--- src/rtl/afc_pkg.sv ---
// Constants, types and field layout of the receive FIFO automatic flow controller
//------------------------------------------------------------------------------
// Functional notes
// RQ1: Every-frame mode: jam or pause once threshold reached
// RQ2: Full-duplex flow control needs every-frame bit set
// RQ3: Half-duplex every-frame mode ignores destination address
// RQ4: Half-duplex every-frame: react at valid preamble
// RQ5: Full-duplex: request pause immediately at threshold
// RQ6: Pending pause held until MAC takes it
// RQ7: Every-frame bit overrides multicast/broadcast/address bits
// RQ8: Four-bit selector sets jam time, speed dependent
// RQ9: High threshold counts in 64-byte units
// RQ10: One pause frame per high threshold crossing
// RQ11: Zero-time pause below low threshold after pause
// RQ12: Half-duplex matching frames jammed for selected time
// RQ13: Jam time counted in device clocks from selector
//------------------------------------------------------------------------------
package afc_pkg;

   //------------------------------------------------------------------------------
   // Register map (byte addresses on the Wishbone bus)
   //------------------------------------------------------------------------------
   localparam logic [7:0]  AFC_CTRL_OFS   = 8'h00;       // Thresholds, duration and mode bits
   localparam logic [7:0]  AFC_PAUSE_OFS  = 8'h04;       // Pause time for the first pause frame
   localparam logic [7:0]  AFC_STAT_OFS   = 8'h08;       // Read-only controller state
   localparam logic [31:0] AFC_CTRL_RST   = 32'h0000_0000;
   localparam logic [15:0] AFC_PAUSE_RST  = 16'h0000;

   // Control register field positions
   localparam int FIFO_HIGH_THRESHOLD_LSB     = 16;                   // fifo_high_threshold [23:16]
   localparam int FIFO_LOW_THRESHOLD_LSB     = 8;                    // fifo_low_threshold [15:8]
   localparam int AFC_DUR_LSB    = 4;                    // jam_duration_select [7:4]
   localparam int AFC_MULT_BIT   = 3;                    // flow_ctl_on_multicast
   localparam int AFC_BRD_BIT    = 2;                    // flow_ctl_on_broadcast
   localparam int AFC_ADDR_BIT   = 1;                    // flow_ctl_on_address_match
   localparam int AFC_ANY_BIT    = 0;                    // flow_ctl_on_every_frame
   localparam logic [31:0] AFC_CTRL_MASK = 32'h00ff_ffff; // Writable bits of control

   // Status register field positions
   localparam int AFC_ST_HI_BIT   = 0;                   // Level at or above high threshold
   localparam int AFC_ST_SENT_BIT = 1;                   // Pause sent, waiting for low level
   localparam int AFC_ST_JAM_BIT  = 2;                   // Back pressure active
   localparam int AFC_ST_REQ_BIT  = 3;                   // Pause request pending at MAC

   //------------------------------------------------------------------------------
   // FIFO level and timing
   //------------------------------------------------------------------------------
   localparam int AFC_LEVEL_W       = 15;                // Receive FIFO fill in bytes
   localparam int AFC_THR_SHIFT     = 6;                 // Threshold unit of 64 bytes
   localparam int AFC_CLK_PERIOD_NS = 100;               // 10 MHz device clock
   localparam int AFC_JAM_SHORT_NS  = 5000;              // Codes 0..2 step of 5 us
   localparam int AFC_JAM_CODE3_NS  = 25000;             // Code 3 is 25 us
   localparam int AFC_JAM_STEP_NS   = 50000;             // Codes 4..f step of 50 us
   localparam int AFC_JAM_SLOW_NS   = 2200;              // Extra 2.2 us at 10 Mb/s
   localparam int AFC_JAM_CNT_W     = 14;                // Jam counter width

   // Full-duplex pause sequencer, Gray coded along the normal path
   typedef enum logic [1:0] {
      AFC_IDLE   = 2'b00,                                // Waiting for high threshold
      AFC_PAUSE  = 2'b01,                                // Pause with programmed time pending
      AFC_PAUSED = 2'b11,                                // Pause sent, waiting for low level
      AFC_RESUME = 2'b10                                 // Zero-time pause pending
   } afc_fd_st_t;

endpackage

--- src/rtl/afc_jam_if.sv ---
// Handshake between the flow controller and its back-pressure timer
`timescale 1ns/1ps
interface afc_jam_if;
   logic       start;                                    // One-cycle request to begin jamming
   logic [3:0] code;                                     // Duration selector
   logic       fast;                                     // High when link runs at 100 Mb/s
   logic       busy;                                     // Jamming in progress (flop)

   modport ctrl (output start, output code, output fast, input busy);
   modport tmr  (input start, input code, input fast, output busy);
endinterface

--- src/rtl/afc_jam_timer.sv ---
// Back-pressure duration timer counted in device clocks
`timescale 1ns/1ps
module afc_jam_timer #(
   parameter int JAM_STEP_NS = 50000                     // Long step, shortened in simulation
) (
   // Clock and reset
   input  wire logic clk_i,
   input  wire logic rstn_i,
   // Request from the controller
   afc_jam_if.tmr    jif
);
   import afc_pkg::*;

   //------------------------------------------------------------------------------
   // Duration lookup
   //------------------------------------------------------------------------------
   // Time in ns for a selector code and link speed, then in whole clocks
   function automatic logic [AFC_JAM_CNT_W-1:0] jam_cycles(input logic [3:0] c, input logic f);
      int ns;
      int cyc;
      if (c < 4'h3) begin
         ns = (int'(c) + 1) * AFC_JAM_SHORT_NS;
      end else if (c == 4'h3) begin
         ns = AFC_JAM_CODE3_NS;
      end else begin
         ns = (int'(c) - 3) * JAM_STEP_NS;
      end
      if (!f) begin
         ns = ns + AFC_JAM_SLOW_NS;
      end
      cyc = (ns + AFC_CLK_PERIOD_NS - 1) / AFC_CLK_PERIOD_NS;
      if (cyc < 1) begin
         cyc = 1;
      end
      return AFC_JAM_CNT_W'(cyc);
   endfunction

   logic [AFC_JAM_CNT_W-1:0] load_w;                     // Length of the next jam
   logic [AFC_JAM_CNT_W-1:0] cnt_r;                      // Cycles left minus one
   logic                     busy_r;                     // Jam active
   logic [AFC_JAM_CNT_W-1:0] len_r;                      // Length of current jam (checking)
   logic [AFC_JAM_CNT_W:0]   run_r;                      // Cycles counted (checking)
   logic                     go_w;                       // Accepted start

   assign load_w   = jam_cycles(jif.code, jif.fast);     // see RQ8
   assign go_w     = jif.start && !busy_r;
   assign jif.busy = busy_r;

   //------------------------------------------------------------------------------
   // Countdown
   //------------------------------------------------------------------------------
   // Load on start, count down to zero, then release
   always_ff @(posedge clk_i) begin
      if (!rstn_i) begin
         cnt_r  <= '0;
         busy_r <= 1'b0;
      end else if (go_w) begin
         cnt_r  <= load_w - AFC_JAM_CNT_W'(1);           // see RQ13
         busy_r <= 1'b1;
      end else if (busy_r) begin
         busy_r <= (cnt_r != '0);
         cnt_r  <= (cnt_r != '0) ? cnt_r - AFC_JAM_CNT_W'(1) : cnt_r;
      end
   end

   // Helper counters for the length check
   always_ff @(posedge clk_i) begin
      if (!rstn_i) begin
         len_r <= '0;
         run_r <= '0;
      end else if (go_w) begin
         len_r <= load_w;
         run_r <= (AFC_JAM_CNT_W+1)'(1);
      end else if (busy_r) begin
         run_r <= run_r + (AFC_JAM_CNT_W+1)'(1);
      end
   end

   jam_length_a: assert property (@(posedge clk_i) disable iff (!rstn_i) // see RQ8
      $fell(busy_r) |-> run_r == {1'b0, len_r} + (AFC_JAM_CNT_W+1)'(1))
      else $error("jam length differs from selected duration");

endmodule

--- src/rtl/afc_top.sv ---
// Receive FIFO automatic flow controller with Wishbone register access
`timescale 1ns/1ps
module afc_top #(
   parameter int JAM_STEP_NS = afc_pkg::AFC_JAM_STEP_NS  // Long jam step in ns
) (
   // Clock and reset
   input  wire logic                         clk_i,
   input  wire logic                         rstn_i,
   // Wishbone classic slave
   input  wire logic                         wb_cyc_i,
   input  wire logic                         wb_stb_i,
   input  wire logic                         wb_we_i,
   input  wire logic [7:0]                   wb_adr_i,
   input  wire logic [3:0]                   wb_sel_i,
   input  wire logic [31:0]                  wb_dat_i,
   output logic      [31:0]                  wb_dat_o,
   output logic                              wb_ack_o,
   // Receive side status
   input  wire logic [afc_pkg::AFC_LEVEL_W-1:0] fifo_level_i,
   input  wire logic                         full_duplex_i,
   input  wire logic                         speed_100_i,
   input  wire logic                         rx_preamble_i,
   input  wire logic                         rx_addr_valid_i,
   input  wire logic                         rx_is_mcast_i,
   input  wire logic                         rx_is_bcast_i,
   input  wire logic                         rx_addr_match_i,
   // Requests to the MAC
   output logic                              jam_o,
   output logic                              pause_req_o,
   output logic      [15:0]                  pause_time_o,
   input  wire logic                         pause_ack_i
);
   import afc_pkg::*;

   //------------------------------------------------------------------------------
   // Helpers
   //------------------------------------------------------------------------------
   // Threshold field to a byte count
   function automatic logic [AFC_LEVEL_W-1:0] thr_bytes(input logic [7:0] t);
      return AFC_LEVEL_W'({t, 6'h00});
   endfunction

   // Byte-lane merge of a write
   function automatic logic [31:0] merge(input logic [31:0] old, input logic [31:0] d,
                                         input logic [3:0] sel);
      logic [31:0] r;
      r = old;
      for (int i = 0; i < 4; i++) begin
         if (sel[i]) begin
            r[i*8 +: 8] = d[i*8 +: 8];
         end
      end
      return r;
   endfunction

   //------------------------------------------------------------------------------
   // Registers and decode
   //------------------------------------------------------------------------------
   logic [31:0] ctrl_r;                                  // Control register
   logic [15:0] ptime_r;                                 // pause_time_value
   logic        ack_r;                                   // Bus acknowledge
   logic [31:0] dat_r;                                   // Read data
   logic        req_w;                                   // New bus request
   logic        wr_ctrl_w;                               // Write to control
   logic        wr_pause_w;                              // Write to pause time
   logic [31:0] rd_mux_w;                                // Selected read word
   logic [31:0] stat_w;                                  // Status word

   assign req_w      = wb_cyc_i && wb_stb_i && !ack_r;
   assign wr_ctrl_w  = req_w && wb_we_i && (wb_adr_i == AFC_CTRL_OFS);
   assign wr_pause_w = req_w && wb_we_i && (wb_adr_i == AFC_PAUSE_OFS);

   // Pause time merged with the write data, low half kept
   logic [31:0] ptime_mrg_w;                             // Merged pause time word
   assign ptime_mrg_w = merge({16'h0000, ptime_r}, wb_dat_i, wb_sel_i);

   // Mode and field views of the control register
   logic [7:0]  hi_thr_w;                                // fifo_high_threshold
   logic [7:0]  lo_thr_w;                                // fifo_low_threshold
   logic [3:0]  dur_w;                                   // jam_duration_select
   logic        any_w;                                   // flow_ctl_on_every_frame
   logic        mult_w;                                  // flow_ctl_on_multicast
   logic        brd_w;                                   // flow_ctl_on_broadcast
   logic        addr_w;                                  // flow_ctl_on_address_match

   assign hi_thr_w = ctrl_r[FIFO_HIGH_THRESHOLD_LSB +: 8];
   assign lo_thr_w = ctrl_r[FIFO_LOW_THRESHOLD_LSB +: 8];
   assign dur_w    = ctrl_r[AFC_DUR_LSB +: 4];
   assign any_w    = ctrl_r[AFC_ANY_BIT];
   assign mult_w   = ctrl_r[AFC_MULT_BIT];
   assign brd_w    = ctrl_r[AFC_BRD_BIT];
   assign addr_w   = ctrl_r[AFC_ADDR_BIT];

   // Register writes honour byte enables
   always_ff @(posedge clk_i) begin
      if (!rstn_i) begin
         ctrl_r  <= AFC_CTRL_RST;
         ptime_r <= AFC_PAUSE_RST;
      end else begin
         if (wr_ctrl_w) begin
            ctrl_r <= merge(ctrl_r, wb_dat_i, wb_sel_i) & AFC_CTRL_MASK;
         end
         if (wr_pause_w) begin
            ptime_r <= ptime_mrg_w[15:0];
         end
      end
   end

   //------------------------------------------------------------------------------
   // Threshold detection
   //------------------------------------------------------------------------------
   logic hi_w;                                           // Level reached high threshold
   logic lo_w;                                           // Level fell below low threshold
   logic fd_en_w;                                        // Full-duplex flow control active
   logic hd_w;                                           // Half-duplex operation

   assign hi_w    = fifo_level_i >= thr_bytes(hi_thr_w); // see RQ9
   assign lo_w    = fifo_level_i <  thr_bytes(lo_thr_w);
   assign fd_en_w = any_w && full_duplex_i;              // see RQ2
   assign hd_w    = !full_duplex_i;

   //------------------------------------------------------------------------------
   // Half-duplex back pressure
   //------------------------------------------------------------------------------
   afc_jam_if jif ();

   logic crit_w;                                         // Selected address criteria met
   logic jam_go_w;                                       // Start a jam this cycle

   // Every-frame mode overrides the three selection bits
   assign crit_w   = (mult_w && rx_is_mcast_i) || (brd_w && rx_is_bcast_i)
                     || (addr_w && rx_addr_match_i);     // see RQ7
   // Every-frame mode reacts to the preamble, no address decode needed
   assign jam_go_w = hd_w && hi_w && !jif.busy &&
                     (any_w ? rx_preamble_i              // see RQ1, RQ3, RQ4
                            : (rx_addr_valid_i && crit_w)); // see RQ12
   assign jif.start = jam_go_w;
   assign jif.code  = dur_w;                             // see RQ8
   assign jif.fast  = speed_100_i;
   assign jam_o     = jif.busy;                          // Timer output flop

   afc_jam_timer #(
      .JAM_STEP_NS (JAM_STEP_NS)
   ) u_timer (
      .clk_i  (clk_i),
      .rstn_i (rstn_i),
      .jif    (jif.tmr)
   );

   //------------------------------------------------------------------------------
   // Full-duplex pause sequencer
   //------------------------------------------------------------------------------
   afc_fd_st_t  st_r;                                    // Sequencer state
   afc_fd_st_t  st_nxt;
   logic        req_r;                                   // Pause request to MAC
   logic        req_nxt;
   logic [15:0] tim_r;                                   // Pause time offered
   logic [15:0] tim_nxt;

   // Next-state logic
   always_comb begin
      st_nxt  = st_r;
      req_nxt = req_r;
      tim_nxt = tim_r;
      case (st_r)
         AFC_IDLE: begin
            // Ask for a pause at once, no frame needed
            if (fd_en_w && hi_w) begin                   // see RQ1, RQ5
               st_nxt  = AFC_PAUSE;
               req_nxt = 1'b1;
               tim_nxt = ptime_r;                        // see RQ10
            end
         end
         AFC_PAUSE: begin
            // Hold the request until the MAC takes it
            if (pause_ack_i) begin                       // see RQ6
               st_nxt  = AFC_PAUSED;
               req_nxt = 1'b0;
            end
         end
         AFC_PAUSED: begin
            // No second pause while level stays high
            if (!fd_en_w) begin                          // see RQ10
               st_nxt = AFC_IDLE;
            end else if (lo_w) begin                     // see RQ11
               st_nxt  = AFC_RESUME;
               req_nxt = 1'b1;
               tim_nxt = 16'h0000;
            end
         end
         AFC_RESUME: begin
            if (pause_ack_i) begin                       // see RQ6
               st_nxt  = AFC_IDLE;
               req_nxt = 1'b0;
            end
         end
         default: begin
            st_nxt  = AFC_IDLE;
            req_nxt = 1'b0;
         end
      endcase
   end

   // Sequencer registers
   always_ff @(posedge clk_i) begin
      if (!rstn_i) begin
         st_r  <= AFC_IDLE;
         req_r <= 1'b0;
         tim_r <= 16'h0000;
      end else begin
         st_r  <= st_nxt;
         req_r <= req_nxt;
         tim_r <= tim_nxt;
      end
   end

   assign pause_req_o  = req_r;
   assign pause_time_o = tim_r;

   //------------------------------------------------------------------------------
   // Bus read and acknowledge
   //------------------------------------------------------------------------------
   // Status word built from the package bit positions
   always_comb begin
      stat_w                  = 32'h0000_0000;
      stat_w[AFC_ST_HI_BIT]   = hi_w;
      stat_w[AFC_ST_SENT_BIT] = (st_r == AFC_PAUSED);
      stat_w[AFC_ST_JAM_BIT]  = jif.busy;
      stat_w[AFC_ST_REQ_BIT]  = req_r;
   end

   // Address decode, unmapped reads return zero
   assign rd_mux_w = (wb_adr_i == AFC_CTRL_OFS)  ? ctrl_r :
                     (wb_adr_i == AFC_PAUSE_OFS) ? {16'h0000, ptime_r} :
                     (wb_adr_i == AFC_STAT_OFS)  ? stat_w : 32'h0000_0000;

   // One acknowledge per request, one cycle after it is seen
   always_ff @(posedge clk_i) begin
      if (!rstn_i) begin
         ack_r <= 1'b0;
         dat_r <= 32'h0000_0000;
      end else begin
         ack_r <= req_w;
         dat_r <= req_w ? rd_mux_w : dat_r;
      end
   end

   assign wb_ack_o = ack_r;
   assign wb_dat_o = dat_r;

   //------------------------------------------------------------------------------
   // Checks
   //------------------------------------------------------------------------------
   ack_one_cycle_a: assert property (@(posedge clk_i) disable iff (!rstn_i)
      wb_ack_o |=> !wb_ack_o)
      else $error("ack held longer than one cycle");

   fd_needs_any_a: assert property (@(posedge clk_i) disable iff (!rstn_i) // see RQ2
      $rose(pause_req_o) |-> $past(any_w) && $past(full_duplex_i))
      else $error("pause requested without full-duplex every-frame mode");

   hd_preamble_jam_a: assert property (@(posedge clk_i) disable iff (!rstn_i) // see RQ4
      (hd_w && any_w && hi_w && rx_preamble_i && !jam_o) |=> jam_o)
      else $error("preamble at threshold did not start jamming");

   fd_pause_now_a: assert property (@(posedge clk_i) disable iff (!rstn_i) // see RQ5
      (st_r == AFC_IDLE && fd_en_w && hi_w) |=> pause_req_o && pause_time_o == $past(ptime_r))
      else $error("pause not requested at threshold");

   pause_hold_a: assert property (@(posedge clk_i) disable iff (!rstn_i) // see RQ6
      (pause_req_o && !pause_ack_i) |=> pause_req_o && $stable(pause_time_o))
      else $error("pending pause dropped before acceptance");

   single_pause_a: assert property (@(posedge clk_i) disable iff (!rstn_i) // see RQ10
      (pause_req_o && pause_ack_i) |=> !pause_req_o)
      else $error("pause request repeated after acceptance");

   zero_pause_a: assert property (@(posedge clk_i) disable iff (!rstn_i) // see RQ11
      ($rose(pause_req_o) && st_r == AFC_RESUME) |-> $past(st_r) == AFC_PAUSED && pause_time_o == 16'h0000)
      else $error("zero pause without earlier pause");

   addr_match_jam_a: assert property (@(posedge clk_i) disable iff (!rstn_i) // see RQ12
      (hd_w && !any_w && hi_w && rx_addr_valid_i && addr_w && rx_addr_match_i && !jam_o) |=> jam_o)
      else $error("matching frame not jammed");

   fd_no_jam_a: assert property (@(posedge clk_i) disable iff (!rstn_i) // see RQ12
      (full_duplex_i && !jam_o) |=> !jam_o)
      else $error("back pressure started in full duplex");

   hd_no_pause_a: assert property (@(posedge clk_i) disable iff (!rstn_i) // see RQ2
      (!full_duplex_i && st_r == AFC_IDLE) |=> !pause_req_o)
      else $error("pause requested in half duplex");

   any_no_addr_a: assert property (@(posedge clk_i) disable iff (!rstn_i) // see RQ3, RQ7
      (hd_w && any_w && !rx_preamble_i && !jam_o) |=> !jam_o)
      else $error("address decode started jam in every-frame mode");

   below_hi_a: assert property (@(posedge clk_i) disable iff (!rstn_i) // see RQ9
      (!hi_w && !jam_o) |=> !jam_o)
      else $error("jam started below high threshold");

   low_resume_a: assert property (@(posedge clk_i) disable iff (!rstn_i) // see RQ11
      (st_r == AFC_PAUSED && fd_en_w && lo_w) |=> pause_req_o && pause_time_o == 16'h0000)
      else $error("zero pause not requested below low threshold");

endmodule

--- config.mk ---
export PLATFORM = sky130hd
export DESIGN_NAME = afc_top
export DESIGN_NICKNAME = d
export VERILOG_FILES = /design/src/rtl/afc_pkg.sv /design/src/rtl/afc_jam_if.sv /design/src/rtl/afc_jam_timer.sv /design/src/rtl/afc_top.sv
export SDC_FILE = /design/constraint.sdc
export NUM_CORES = 1
export LEC_CHECK = 0
export ABC_AREA = 1
export BUFFER_PORTS_ARGS = -buffer_cell sky130_fd_sc_hd__clkbuf_2
export CAP_MARGIN = 20
export CELL_PAD_IN_SITES_DETAIL_PLACEMENT = 0
export CELL_PAD_IN_SITES_GLOBAL_PLACEMENT = 1
export CORE_ASPECT_RATIO = 0.9
export CORE_MARGIN = 4
export CORE_UTILIZATION = 40
export DETAILED_ROUTE_END_ITERATION = 10
export PLACE_DENSITY = 0.8
export SLEW_MARGIN = 5
export SYNTH_ARGS = -nofsm -noshare
export SYNTH_HDL_FRONTEND = slang
export SYNTH_SLANG_ARGS = --single-unit
export TNS_END_PERCENT = 30
--- constraint.sdc ---
create_clock -name clk_i -period 15.5 [get_ports clk_i]
set_input_delay 0 -clock clk_i [delete_from_list [all_inputs] [get_ports clk_i]]
set_output_delay 0 -clock clk_i [all_outputs]
set_load 0.03 [all_outputs]
==> results of run 1 <==
## logic make-up after synthesis
group	share of synthesized area, %
adders and majority gates	8.18
xor gates and xnor gates	2.01
AOI/OAI and AO/OA	11.9
buffers and inverters	12.2
DFF	14.8
and+or+nand+nor	50.9
other	0.0279
## sequential cells by signal, indices dropped and copies added, names as in the netlist
name,count
wb_ack_o,1
u_timer.cnt_r,14
u_timer.jif.busy,1
wb_dat_o,24
pause_time_o,16
st_r,2
ctrl_r,24
ptime_r,16
pause_req_o,1
## power by group through the flow
stage | logic, mW | registers (mW) | clock network, mW
floorplan | 0.698 | 0.277 | 0
global placement | 1.10 | 0.269 | 0
detailed placement | 1.11 | 0.269 | 0
CTS | 1.26 | 0.263 | 0.226
global route | 1.69 | 0.263 | 0.237
finish | 1.57 | 0.263 | 0.223
## repair_timing
| item | in CTS | in global routing |
|---|---|---|
| hold buffers | 25 | 0 |
| endpoints found under the hold margin | 38 | 0 |
| gates resized for setup | 178 | 236 |
| endpoints found under the setup margin | 14 | 14 |
| setup buffers | 52 | 37 |
| pin swaps | 131 | 199 |
## layout by cell type, fill, tap and decap left out, drive strengths merged, types with 3 or more instances in the layout
cell and instances:
nor3 8, a21oi 101, clkinv 17, xor2 21
nand3 236, conb 8, o21a 4, nand3b 14
or2 3, o22ai 3, dfxtp 99, buf 405
clkbuf 114, nand4 72, inv 313, o21ai 113
nand2 689, fa 8, nor4 10, o221ai 13
o211ai 20, a31oi 8, and2 3, nor2 179
xnor2 9, dlygate4sd3 25, ha 75
## final timing paths
check	startpoint	end	slack, ns	cells after the start
worst max-delay path	ctrl_r[5]	u_timer.cnt_r[13]	-0.39	144
worst min-delay path	full_duplex_i	st_r[1]	0.11	5
worst max register to register	ctrl_r[5]	u_timer.cnt_r[13]	-0.39	144
worst min register to register	ctrl_r[20]	wb_dat_o[20]	0.46	2
## area by class of cell
class                           instances  area (µm²)  area share (%)
Multi-Input combinational cell       1607       11600            58.9
Timing Repair Buffer                  535        3930            19.9
Sequential cell                        99        1990            10.1
Inverter                              326        1340            6.79
Tap cell                              422         528            2.68
Clock buffer                            9         225            1.14
Clock inverter                          7        72.6           0.369
## routing by layer
metal  global-route usage, %  wire [µm]
met1                    30.2      19800
met2                    38.9      21100
met3                    2.30       1860
met4                    3.41        451
met5                       0          0
## synthesized netlist by cell type, types with 10 or more instances
| master | count |
|---|---|
| nand3_2 | 43 |
| o211ai_1 | 19 |
| clkbuf_1 | 26 |
| nand2_8 | 11 |
| nand4_1 | 62 |
| o21ai_1 | 20 |
| o21ai_0 | 86 |
| inv_2 | 44 |
| buf_4 | 11 |
| o221ai_1 | 13 |
| a21oi_1 | 99 |
| ha_1 | 75 |
| nand2_2 | 116 |
| nand3_1 | 187 |
| inv_1 | 262 |
| xor2_1 | 21 |
| nand2_4 | 79 |
| nor2_2 | 27 |
| nand2_1 | 483 |
| nor2_4 | 21 |
| nand3b_1 | 11 |
| nor2_1 | 129 |
| nor4_1 | 10 |
| dfxtp_1 | 99 |
## critical path: cells and delay by family, from the launching register on
kind	cells	cell delay, ns
XOR/XNOR	3	0.56
flip-flops	1	0.37
buffers and inverters	24	2.21
AO/OA/AOI/OAI	7	1.07
adder cells (fa/ha/maj)	6	1.79
AND/OR/NAND/NOR	104	9.70
## through the flow
| stage | total power [mW] | cell area, µm² |
|---|---|---|
| after floorplan | 0.975 | 13600 |
| after global placement | 1.37 | 16700 |
| after detailed placement | 1.38 | 16700 |
| after CTS | 1.75 | 18400 |
| after global routing | 2.19 | 19700 |
| final | 2.06 | 19700 |
==> metrics.yaml, run 1 <==
run_status: "finished, violations left"
violations: "negative setup slack"
synth_top_area_share_pct: 14.8
yosysWarnings: 0
drt_iter0_drc: 841
synth-edff-count: 0
start_util_pct: 40.7
die_h_um: 182
coreArea_um2: 33000
critPathSlowestCell: "fa_1"
rows: 63
yosysSeqAreaShare_pct: 14.8
first_pass_iters: 5
clkPwrFrac_pct: 10.8
relSlewSlack_pct: 38.6
crit_path_end_kind: "register"
detailedPlace.worstSlack_ns: -0.637
final_util_pct: 59.6
crit_type: "register to register"
cp_max_fo: 7
yosysTopAreaCell: "dfxtp_1"
cts_buffers: 9
dpl.cell_count: 2875
pwr-share-seq_pct: 12.8
period_needed_ns: 15.89
p_sw_uw: 967
synth_async_sr_flop_share_pct: 0
via_per_inst: 5.04
synthTopCellsByArea: "dfxtp_1 (15%), nand2_1 (13%), inv_1 (7.3%)"
synth_area_per_cell_um2: 6.47
rsz0062_at_grt: "yes"
syn_inst: 2077
finalSetupTns_ns: -3.84
grt_pass1_wl_mm: 70.2
fin_worst_skew_ns: 0.0107
dieWidth_um: 201
cts_sinks: 99
synth.distinct_cells: 66
ant_nets: 0
nets: 2733
first_global_vias: 14522
post-route-period-util_pct: 103
worstPathArrival_ns: 16.14
leakage_nw: 9.76
avgRoutedWirePerCell_um: 14.4
cpMostUsedCell: "nand2_4"
grt_max_degree: 74
p_int_mw: 1.09
die_area_um2: 36600
area_delta_synth_final_pct: 46.5
grt_use_total_pct: 22.2
clockBufferDepth: 2
ys_ff_latch: 99
syn-cell-area_um2: 13400
io_buffers: 105
power_density_nw_per_um2: 105
max_slew.worst_pin.slew_ns: 0.915
dp_hpwl_mm: 32.5
antennaDiodeCount: 0
routed_wl_mm: 43.2
timing.fmax_mhz: 62.9
root_buffer: "clkbuf_16"
n_fill_cell: 3024
gp_congestion: 0.901
whs_ns: 0.111
worst_slack_ns: -0.394
vias: 15139
cp_slowest_stage_delay_ns: 0.53
clkSlewWorstSetupHoldPaths_ns: 0.07
cts_tree: "yes"
cap_viol_max_count: 0
synth_ff_type: "dfxtp_1"
final_cells: 3005
clock_latency_ns: 0.35
antenna_found_initial: 0
ioPinCount: 123
worstHoldPathType: "primary input to register"
htreeDepth: 3
startpoint_type: "register"
p_sw_share_pct: 46.9
finalSetupViolations: 13
drive_gt1_share_pct: 45.7
required_ns: 15.74
slew_viol_final: 0
vdd_ir_drop_max_mv: 0.202
power_frac_comb_pct: 76.4
remaining_drc_errors: 0
hold_viol: 0
grt_overflow_total: 0
Note: power is estimated with default switching activity, not from simulation.
==> run 2: changes to the inputs <==
Settings changed: BUFFER_PORTS_ARGS -buffer_cell sky130_fd_sc_hd__clkbuf_2 to -buffer_cell sky130_fd_sc_hd__buf_4, CORE_UTILIZATION 40 to 47, PLACE_DENSITY 0.8 to 0.89.
Clock period 15.5 ns to 19.4 ns, I/O delays scaled along.
==> metrics.yaml, run 2 (same netlist as run 1, synthesis figures left out) <==
fin_worst_skew_ns: 0.0102
vias: 13351
cp_max_fo: 11
detailedPlace.worstSlack_ns: 0.900
required_ns: 19.64
via_per_inst: 5.23
finalSetupViolations: 0
dp_hpwl_mm: 28.8
drt_iter0_drc: 795
mostFrequentLayoutCell: "nand2_1"
cp_slowest_stage_delay_ns: 0.53
cts_buffers: 9
rows: 58
routed_wl_mm: 35.9
grt_pass1_wl_mm: 60.3
start_util_pct: 47.8
fin_area_um2: 15100
io_buffers: 105
avgRoutedWirePerCell_um: 14.0
critPathSlowestCell: "fa_1"
cts_tree: "yes"
root_buffer: "clkbuf_16"
grt_overflow_total: 0
max_slew.worst_pin.slew_ns: 1.00
cap_viol_max_count: 0
pwr-share-seq_pct: 19.4
remaining_drc_errors: 0
timing.fmax_mhz: 56.5
clkPwrFrac_pct: 16.9
antennaDiodeCount: 0
startpoint_type: "register"
first_pass_iters: 5
drive_gt1_share_pct: 25.1
die_area_um2: 31400
place_area_um2: 14400
final_util_pct: 53.9
worstHoldPathType: "primary input to register"
nets: 2344
p_sw_share_pct: 51.4
ioPinCount: 123
clkSlewWorstSetupHoldPaths_ns: 0.08
dieWidth_um: 186
power_density_nw_per_um2: 71.7
relSlewSlack_pct: 32.5
first_global_vias: 12604
die_h_um: 168
p_int_uw: 527
coreArea_um2: 28100
whs_ns: 0.0698
grt_max_degree: 74
post-route-period-util_pct: 91.3
cpMostUsedCell: "nand2_1"
antenna_found_initial: 0
vdd_ir_drop_max_mv: 0.144
gp_congestion: 0.883
leakage_nw: 7.50
power_frac_comb_pct: 63.8
area_delta_synth_final_pct: 12.8
ant_nets: 0
run_status: "finished clean"
clockBufferDepth: 2
crit_path_end_kind: "register"
p_sw_uw: 559
grt_use_total_pct: 22.6
n_fill_cell: 2811
clock_latency_ns: 0.35
hold_viol: 0
worstPathArrival_ns: 17.95
slew_viol_final: 0
cts_sinks: 99
period_needed_ns: 17.71
crit_type: "register to register"
htreeDepth: 3
worst_slack_ns: 1.69
final_cell_mix: "nand2_1 (482), inv_1 (260), nand3_1 (187)"
==> run 2: cell type report <==
| class | count | area, µm² | share of cell area, % |
|---|---|---|---|
| Multi-Input combinational cell | 1608 | 9940 | 65.6 |
| Sequential cell | 99 | 1990 | 13.1 |
| Inverter | 326 | 1310 | 8.65 |
| Timing Repair Buffer | 145 | 1150 | 7.62 |
| Tap cell | 360 | 450 | 2.97 |
| Clock buffer | 10 | 239 | 1.58 |
| Clock inverter | 6 | 68.8 | 0.454 |
==> run 2: critical path: cells and delay by family (launching register included) <==
kind                     cells  cell delay [ns]
AND/OR/NAND/NOR            112            11.81
adder cells (fa/ha/maj)      9             2.73
buffers and inverters       15             1.21
AO/OA/AOI/OAI                7             0.91
flip-flops                   1             0.42
XOR/XNOR                     2             0.39
==> run 2: repair_timing <==
| action | 4_1_cts | 5_1_grt |
|---|---|---|
| endpoints found under the setup margin | 0 | 14 |
| gates resized for setup | 0 | 24 |
| hold buffers | 25 | 0 |
| setup buffers | 0 | 10 |
| hold endpoints to repair | 41 | 0 |
==> run 2: final timing paths <==
path                        start                 to  slack, ns  depth (start not counted)
setup / recovery        ctrl_r[6]  u_timer.cnt_r[10]       1.69                        145
hold / removal        wb_adr_i[2]        wb_dat_o[1]       0.07                          4
setup reg to reg        ctrl_r[6]  u_timer.cnt_r[10]       1.69                        145
hold reg to reg   pause_time_o[7]    pause_time_o[7]       0.46                          2
==> run 2: stage by stage <==
| step | instances | total power [mW] | TNS (ns) |
|---|---|---|---|
| floorplan | 2084 | 0.778 | 0 |
| global placement | 2501 | 0.879 | 0 |
| detailed placement | 2502 | 0.891 | 0 |
| CTS | 2543 | 1.08 | 0 |
| global route | 2554 | 1.17 | -0.0821 |
| finish | 2554 | 1.09 | 0 |
==> run 2: power groups by stage <==
stage | clock, mW | combinational [mW] | sequential (mW)
6_report | 0.183 | 0.693 | 0.210
5_1_grt | 0.193 | 0.768 | 0.211
3_3_place_gp | 0 | 0.665 | 0.215
2_1_floorplan | 0 | 0.556 | 0.221
4_1_cts | 0.186 | 0.683 | 0.211
3_5_place_dp | 0 | 0.675 | 0.215
==> run 2: routing by layer <==
metal | part of all wire [%] | vias up | GRT usage [%]
met3 | 6.0 | 23 | 3.56
met2 | 45 | 282 | 37.1
met5 | 0 | - | 0
met1 | 48 | 6094 | 32.0
met4 | 0.94 | 0 | 3.39
li1 | - | 6952 | -
